==> src/shared/delay_timer_latch_bank_defs.svh <==
// constants for the delay timer and latch bank: offsets, resets, timing
`ifndef DELAY_TIMER_LATCH_BANK_DEFS_SVH
`define DELAY_TIMER_LATCH_BANK_DEFS_SVH
// register byte offsets
`define DTL_DROP_SET_BASE 8'h00
`define DTL_PICK_SET_BASE 8'h20
`define DTL_LATCH_CLR     8'h40
`define DTL_LATCH_STATE   8'h44
`define DTL_OUT_STATE     8'h48
`define DTL_IN_MASK       8'h4C
// field positions in the output status word
`define DTL_OUT_DROP_LSB  0
`define DTL_OUT_PICK_LSB  8
// reset values
`define DTL_SET_RESET     19'h0_0000
`define DTL_MASK_RESET    16'hFFFF
`define DTL_LATCH_RESET   8'h00
// timing: clock rate in kHz, delay step and longest delay in ms
`define DTL_CLK_KHZ       25000
`define DTL_STEP_MS       10
`define DTL_SET_MAX_MS    3600000
`define DTL_SET_MAX_STEPS (`DTL_SET_MAX_MS / `DTL_STEP_MS)
`endif

==> src/shared/delay_timer_latch_bank_pkg.sv <==
// types shared by the delay timer and latch bank
`default_nettype none
package delay_timer_latch_bank_pkg;
    // apb request from the master
    typedef struct packed {
        logic        psel;
        logic        penable;
        logic        pwrite;
        logic [7:0]  paddr;
        logic [31:0] pwdata;
    } apb_req_t;
    // apb answer to the master
    typedef struct packed {
        logic        pready;
        logic        pslverr;
        logic [31:0] prdata;
    } apb_rsp_t;
    // one delay setting in 10 ms steps
    typedef logic [18:0] delay_steps_t;
endpackage
`default_nettype wire

==> src/hdl/delay_timer_latch_bank.sv <==
// eight drop-off timers, eight pick-up timers, eight set-dominant latches
// Operation
// RULE1: eight independent drop-off channels with own setting
// RULE2: drop-off output asserts at once on input
// RULE3: drop-off output holds until release delay elapses
// RULE4: drop-off delay 0..3600000 ms, 10 ms steps
// RULE5: eight independent pick-up channels with own setting
// RULE6: pick-up output asserts after input held delay
// RULE7: pick-up delay 0..3600000 ms, 10 ms steps
// RULE8: delay accurate to 1 percent or 20 ms
// RULE9: eight latches, set wins over reset
// RULE10: latch truth table: hold, clear, set
// RULE11: latch state kept in non-volatile store
// RULE12: per-latch clear from panel or tool
// RULE13: unconnected timer inputs read as false
// RULE14: pick-up drops at once, restarts from zero
// RULE15: drop-off input return cancels running release
`timescale 1ns/1ns
`include "delay_timer_latch_bank_defs.svh"
`default_nettype none
module delay_timer_latch_bank
    import delay_timer_latch_bank_pkg::*;
#(
    // cycles per 10 ms step, shorten in simulation
    parameter int STEP_CYCLES = `DTL_STEP_MS * `DTL_CLK_KHZ
) (
    // clock and reset
    input  wire logic       pclk,
    input  wire logic       presetn,
    // register bus
    input  wire apb_req_t   apb_req,
    output var  apb_rsp_t   apb_rsp,
    // timer booleans from and to user logic
    input  wire logic [7:0] drop_in,
    input  wire logic [7:0] pick_in,
    output logic      [7:0] drop_out,
    output logic      [7:0] pick_out,
    // latch booleans
    input  wire logic [7:0] latch_set,
    input  wire logic [7:0] latch_reset,
    input  wire logic [7:0] panel_clear,
    output logic      [7:0] latch_out,
    // non-volatile latch image
    input  wire logic [7:0] nv_state,
    output logic      [7:0] nv_store
);

    localparam delay_steps_t SET_MAX = delay_steps_t'(`DTL_SET_MAX_STEPS);
    localparam logic [17:0] DIV_LAST = 18'(STEP_CYCLES - 1);

    // address compare, used all over the decoder
    function automatic logic addr_is(input logic [7:0] a,
                                     input logic [7:0] b);
        addr_is = (a == b);
    endfunction

    // three-bit block compare for the two setting banks
    function automatic logic in_bank(input logic [7:0] a,
                                     input logic [7:0] base);
        in_bank = (a[7:5] == base[7:5]) && (a[1:0] == 2'b00);
    endfunction

    apb_rsp_t     rsp_q;                  // registered bus answer
    delay_steps_t drop_set_q [8];         // release delays
    delay_steps_t pick_set_q [8];         // assert delays
    delay_steps_t drop_cnt_q [8];         // release progress
    delay_steps_t pick_cnt_q [8];         // assert progress
    logic [7:0]   drop_q;                 // drop-off outputs
    logic [7:0]   pick_q;                 // pick-up outputs
    logic [7:0]   latch_q;                // latch outputs
    logic [15:0]  mask_q;                 // input connected flags
    logic         restore_q;              // nv image still to load
    logic [17:0]  div_q;                  // step divider
    logic         tick_q;                 // one-cycle 10 ms pulse

    // bus phase decode
    wire          acc      = apb_req.psel & apb_req.penable;
    wire          acc_new  = acc & ~rsp_q.pready;
    wire          wr_fire  = acc & rsp_q.pready & apb_req.pwrite;
    wire [7:0]    addr     = apb_req.paddr;
    wire [2:0]    ch       = addr[4:2];
    wire          hit_drop = in_bank(addr, `DTL_DROP_SET_BASE);
    wire          hit_pick = in_bank(addr, `DTL_PICK_SET_BASE);
    wire          hit_clr  = addr_is(addr, `DTL_LATCH_CLR);
    wire          hit_lst  = addr_is(addr, `DTL_LATCH_STATE);
    wire          hit_out  = addr_is(addr, `DTL_OUT_STATE);
    wire          hit_mask = addr_is(addr, `DTL_IN_MASK);
    wire          hit      = hit_drop | hit_pick | hit_clr |
                             hit_lst | hit_out | hit_mask;

    // writes beyond the top step are clamped, not wrapped
    wire          too_big  = apb_req.pwdata > 32'(SET_MAX);
    wire delay_steps_t wset = too_big ? SET_MAX : apb_req.pwdata[18:0]; // RULE4 RULE7

    // read selection; the clear register reads as zero
    wire [31:0]   rd_data  =
        hit_drop ? {13'h0000, drop_set_q[ch]} :
        hit_pick ? {13'h0000, pick_set_q[ch]} :
        hit_lst  ? {24'h00_0000, latch_q} :
        hit_out  ? {16'h0000, pick_q, drop_q} :
        hit_mask ? {16'h0000, mask_q} : 32'h0000_0000;

    // unmasked inputs; a bit left unwired is cleared by software
    wire [7:0]    drop_en  = drop_in & mask_q[7:0];   // RULE13
    wire [7:0]    pick_en  = pick_in & mask_q[15:8];  // RULE13

    // clear command from the tool write or the local panel
    wire [7:0]    clr_wr   = (wr_fire & hit_clr) ? apb_req.pwdata[7:0] : 8'h00;
    wire [7:0]    clr_all  = clr_wr | panel_clear;    // RULE12

    // latch next state: set wins over reset and over clear
    wire [7:0]    latch_d  = latch_set |
                             (latch_q & ~latch_reset & ~clr_all); // RULE9 RULE10

    assign apb_rsp   = rsp_q;
    assign drop_out  = drop_q;
    assign pick_out  = pick_q;
    assign latch_out = latch_q;
    assign nv_store  = latch_q;    // RULE11

    // one wait state: pready rises in the second access cycle
    always_ff @(posedge pclk or negedge presetn) begin
        if (!presetn) begin
            rsp_q <= '0;
        end else begin
            rsp_q.pready  <= acc_new;
            rsp_q.pslverr <= acc_new & ~hit;
            rsp_q.prdata  <= (acc_new & ~apb_req.pwrite) ? rd_data : 32'h0000_0000;
        end
    end

    // input connect mask
    always_ff @(posedge pclk or negedge presetn) begin
        if (!presetn) begin
            mask_q <= `DTL_MASK_RESET;
        end else if (wr_fire & hit_mask) begin
            mask_q <= apb_req.pwdata[15:0];
        end
    end

    // free-running step base; worst error one step, inside 20 ms
    always_ff @(posedge pclk or negedge presetn) begin
        if (!presetn) begin
            div_q  <= 18'h0_0000;
            tick_q <= 1'b0;
        end else begin
            div_q  <= (div_q == DIV_LAST) ? 18'h0_0000 : div_q + 18'h0_0001; // RULE8
            tick_q <= (div_q == DIV_LAST);                                  // RULE8
        end
    end

    // latches: reset shows zero, the first edge loads the nv image
    always_ff @(posedge pclk or negedge presetn) begin
        if (!presetn) begin
            restore_q <= 1'b1;
            latch_q   <= `DTL_LATCH_RESET;
        end else if (restore_q) begin
            restore_q <= 1'b0;
            latch_q   <= nv_state;   // RULE11
        end else begin
            latch_q   <= latch_d;    // RULE9 RULE10 RULE12
        end
    end

    // one slice per channel, drop-off and pick-up side by side
    for (genvar i = 0; i < 8; i++) begin : g_ch
        wire drop_done = drop_cnt_q[i] >= drop_set_q[i];
        wire pick_done = pick_cnt_q[i] >= pick_set_q[i];
        wire drop_wr   = wr_fire & hit_drop & (ch == 3'(i));
        wire pick_wr   = wr_fire & hit_pick & (ch == 3'(i));

        // delay settings, one per channel
        always_ff @(posedge pclk or negedge presetn) begin
            if (!presetn) begin
                drop_set_q[i] <= `DTL_SET_RESET;
                pick_set_q[i] <= `DTL_SET_RESET;
            end else begin
                if (drop_wr) begin
                    drop_set_q[i] <= wset;   // RULE1 RULE4
                end
                if (pick_wr) begin
                    pick_set_q[i] <= wset;   // RULE5 RULE7
                end
            end
        end

        // drop-off: set by input, released once the count is done
        always_ff @(posedge pclk or negedge presetn) begin
            if (!presetn) begin
                drop_q[i]     <= 1'b0;
                drop_cnt_q[i] <= 19'h0_0000;
            end else if (drop_en[i] | ~drop_q[i]) begin
                drop_q[i]     <= drop_en[i];    // RULE2 RULE15
                drop_cnt_q[i] <= 19'h0_0000;    // RULE15
            end else if (drop_done) begin
                drop_q[i]     <= 1'b0;          // RULE3
            end else if (tick_q) begin
                drop_cnt_q[i] <= drop_cnt_q[i] + 19'h0_0001; // RULE3
            end
        end

        // pick-up: counts while input holds, zero on any drop
        always_ff @(posedge pclk or negedge presetn) begin
            if (!presetn) begin
                pick_q[i]     <= 1'b0;
                pick_cnt_q[i] <= 19'h0_0000;
            end else if (!pick_en[i]) begin
                pick_q[i]     <= 1'b0;          // RULE14
                pick_cnt_q[i] <= 19'h0_0000;    // RULE14
            end else if (pick_done) begin
                pick_q[i]     <= 1'b1;          // RULE6
            end else if (tick_q) begin
                pick_cnt_q[i] <= pick_cnt_q[i] + 19'h0_0001; // RULE6
            end
        end

    end
endmodule
`default_nettype wire

==> config.mk <==
export PLATFORM = sky130hd
export DESIGN_NAME = delay_timer_latch_bank
export DESIGN_NICKNAME = d
export VERILOG_FILES = /design/src/shared/delay_timer_latch_bank_pkg.sv /design/src/hdl/delay_timer_latch_bank.sv
export VERILOG_INCLUDE_DIRS = /design/src /design/src/shared
export SDC_FILE = /design/constraint.sdc
export NUM_CORES = 2
export LEC_CHECK = 0
export ABC_AREA = 1
export BUFFER_PORTS_ARGS = -buffer_cell sky130_fd_sc_hd__buf_4
export CORE_AREA = 2 2 370 372
export DETAILED_ROUTE_END_ITERATION = 12
export DIE_AREA = 0 0 372 374
export HOLD_SLACK_MARGIN = 0.12
export PLACE_DENSITY = 0.56
export SLEW_MARGIN = 30
export SYNTH_ARGS = -nofsm -noshare
export SYNTH_HDL_FRONTEND = slang
export SYNTH_SLANG_ARGS = --single-unit
==> constraint.sdc <==
create_clock -name pclk -period 2.6 [get_ports pclk]
set_clock_uncertainty 0.05 [all_clocks]
set_input_delay 0.39 -clock pclk [delete_from_list [all_inputs] [get_ports pclk]]
set_output_delay 0.39 -clock pclk [all_outputs]
set_load 0.1 [all_outputs]
==> impl_metrics.yaml <==
clock_network:
  root_buffer: "clkbuf_16"
  cts_tree: "yes"
  numCtsBuffers: 85
  cts.sinks: 689
  post_cts_buffers: 0
  clockBufferDepth: 3
  clock_latency_ps: 720
  h-tree-depth: 3
  clk_pin_slew_ps: 60
finish:
  syn_to_final_growth_pct: 15.1
  most-common-layout-cells: "2214 x nand2_1, 877 x nor2_1, 828 x nand3_1"
  nNetsFinal: 7474
  layout_commonest_cell: "nand2_1"
  stdcell_count: 8908
  fin_area_mm2: 0.0542
  drive_above_1_share_pct: 7.68
logic_synthesis:
  async_reset_ff_share_pct: 100
  yosys_warnings: 0
  synth-edff-count: 0
  synth_area_mm2: 0.0471
  ys_ff_latch: 689
  synth_cells: 6860
  ys.flop_type: "dfrtp_1"
  yosys.cell_types.count: 51
  syn_avg_cell_area_um2: 6.87
  yosysSeqAreaShare_pct: 36.6
detailed_routing:
  route.vias.total: 46100
  drtIter0Drc: 4581
  routed_wl_um: 175000
  drt_first_pass_iters: 8
  viasPerCell: 5.18
  ant_nets: 0
  drc: 0
  wl_per_cell_um: 19.6
critical_path:
  timing.rr.start: "drop_set_q[56]"
  endpoint_kind: "flop"
  cp.required_ps: 3130
  crit_cells: 11
  path_common_cell: "nand2_1"
  worstPathArrival_ps: 2890
  cp_num_buf_inv: 1
  reg2reg_slack_ps: 240
  crit_end: "drop_cnt_q[55]"
  rr_worst_depth: 11
  slowest_stage: "dfrtp_1"
  startpoint: "drop_set_q[56]"
  max_stage_delay_ps: 480
  path_max_fanout: 13
  critical-path-top-delay-family: "simple AND/OR/NAND/NOR gates"
  path_cells: "inv_1, ha_1, nand2_1, nor2_1, nand2_1, nor2_1, nand2_1, nand3_1, nand2_1, nand3_1, nand2_1"
  cp-start-kind: "flop"
  rr_endpoint: "drop_cnt_q[55]"
  crit_type: "reg2reg"
sta:
  hold_ws_ps: 187
  setup_tns_ps: 0
  rsz0062_at_grt: "false"
  setup_viol: 0
  period_minus_slack_ps: 2360
  drv_slew: 0
  fmax_mhz: 423
  setup_ws_ps: 236
  tightest_slew_ps: 711
  hold_violations: 0
  relSlewSlack_pct: 52.5
  post-route-period-util_pct: 90.9
grt:
  grt_pass1_wl_um: 265000
  grt_start_max_net_pins: 93
  grt.overflow.total: 0
  grt_use_total_pct: 24.8
  antenna_found_initial: 12
  grt_pass1_vias: 42700
placed_design:
  place_inst: 8708
  gp_congestion: 0.967
  dp_hpwl_um: 130000
  dpl-instance-area_mm2: 0.0509
  port_buffers: 145
  pre_cts_slack_ps: 202
floorplan:
  die_y_um: 374
  fp.dieW_um: 372
  coreArea_mm2: 0.135
  die_area_mm2: 0.139
  io_pins: 159
  rows: 135
  start_util_pct: 34.9
pwr:
  p_leak_nw: 26.2
  irDropWorstVdd_uv: 510
  powerDensity_mw_per_mm2: 459
outcome:
  run_status: "completed"
hold_path:
  hp-class: "in2reg"
flow_run:
  max_cap_viol_count: 0
==> per-stage QoR <==
step | util (%) | power, W
after global routing | 40.2 | 0.0256
after CTS | 40.2 | 0.0251
after detailed placement | 37.7 | 0.0125
final | 40.2 | 0.0249
after global placement | 37.7 | 0.0125
after floorplan | - | 0.0117
==> routing by layer <==
layer	track usage, %	routed length, µm	vias up
met4	7.51	5580	12
met1	35.2	78500	21800
li1	-	-	22400
met2	37.5	75800	1656
met3	5.20	14700	253
met5	0	73	-
==> Yosys cell counts (all sizes together) (28+ instances only) <==
cell type,instances,area [µm²]
nand2,2232,8470
nor2,884,3360
nand3,841,4270
inv,742,2790
dfrtp,672,16800
ha,321,4020
o21ai,229,1180
a21oi,163,816
buf,130,738
clkbuf,121,454
xor2,108,946
nand4,101,632
xnor2,63,552
nor3,52,292
a21o,32,240
a22oi,28,210
==> how the worst min path moves through the flow <==
stage / from / to / slack, ps / cells past startpoint
2_1_floorplan: presetn / apb_rsp[0] / 40 / 0
3_3_place_gp: presetn / pick_cnt_q[85] / 260 / 1
3_5_place_dp: presetn / pick_cnt_q[92] / 270 / 1
4_1_cts: apb_req[17] / pick_set_q[131] / 150 / 4
5_1_grt: apb_req[17] / drop_set_q[112] / 200 / 4
6_report: apb_req[17] / pick_set_q[131] / 190 / 4
==> final cells by class <==
class | count | area [µm²]
Inverter | 745 | 2800
Sequential cell | 689 | 17300
Clock inverter | 38 | 465
Timing Repair Buffer | 351 | 3130
Fill cell | 14100 | 80700
Multi-Input combinational cell | 5188 | 25900
Tap cell | 1781 | 2230
Antenna cell | 1 | 2.50
Clock buffer | 115 | 2400
==> cell families after synthesis <==
group | Yosys count | share of synthesized area (%)
simple gates | 4151 | 36.7
buf+inv | 996 | 8.46
flops | 689 | 36.6
compound gates | 530 | 6.46
fa+ha+maj | 321 | 8.52
xor+xnor | 171 | 3.18
other cells | 1 | 0.00796
mux | 1 | 0.0239
==> registers in the layout (all words and copies together), names as in the netlist <==
signal,cells
drop_cnt_q,152
drop_set_q,152
pick_cnt_q,152
pick_set_q,152
apb_rsp,21
div_q,18
mask_q,16
drop_out,8
latch_out,8
pick_out,8
restore_q,1
tick_q,1
==> power by group <==
group / switching (W) / internal [W] / leakage [nW]
logic: 0.00114 / 0.000422 / 15.3
clock network: 0.00523 / 0.00729 / 1.42
registers: 0.0000511 / 0.0108 / 9.53
total: 0.00642 / 0.0185 / 26.2
==> worst min-delay path, cell delays in order <==
cell and delay, ps:
buf_4 100, nand2_1 80, buf_12 190, o21ai_1 130
==> what timing repair did <==
item                       in CTS  in global routing
hold endpoints to repair      537                  0
hold buffers                   46                  0
gates resized for setup         0                  5
setup endpoints to repair       0                 22
No activity file was read; power rests on OpenSTA's default activity.
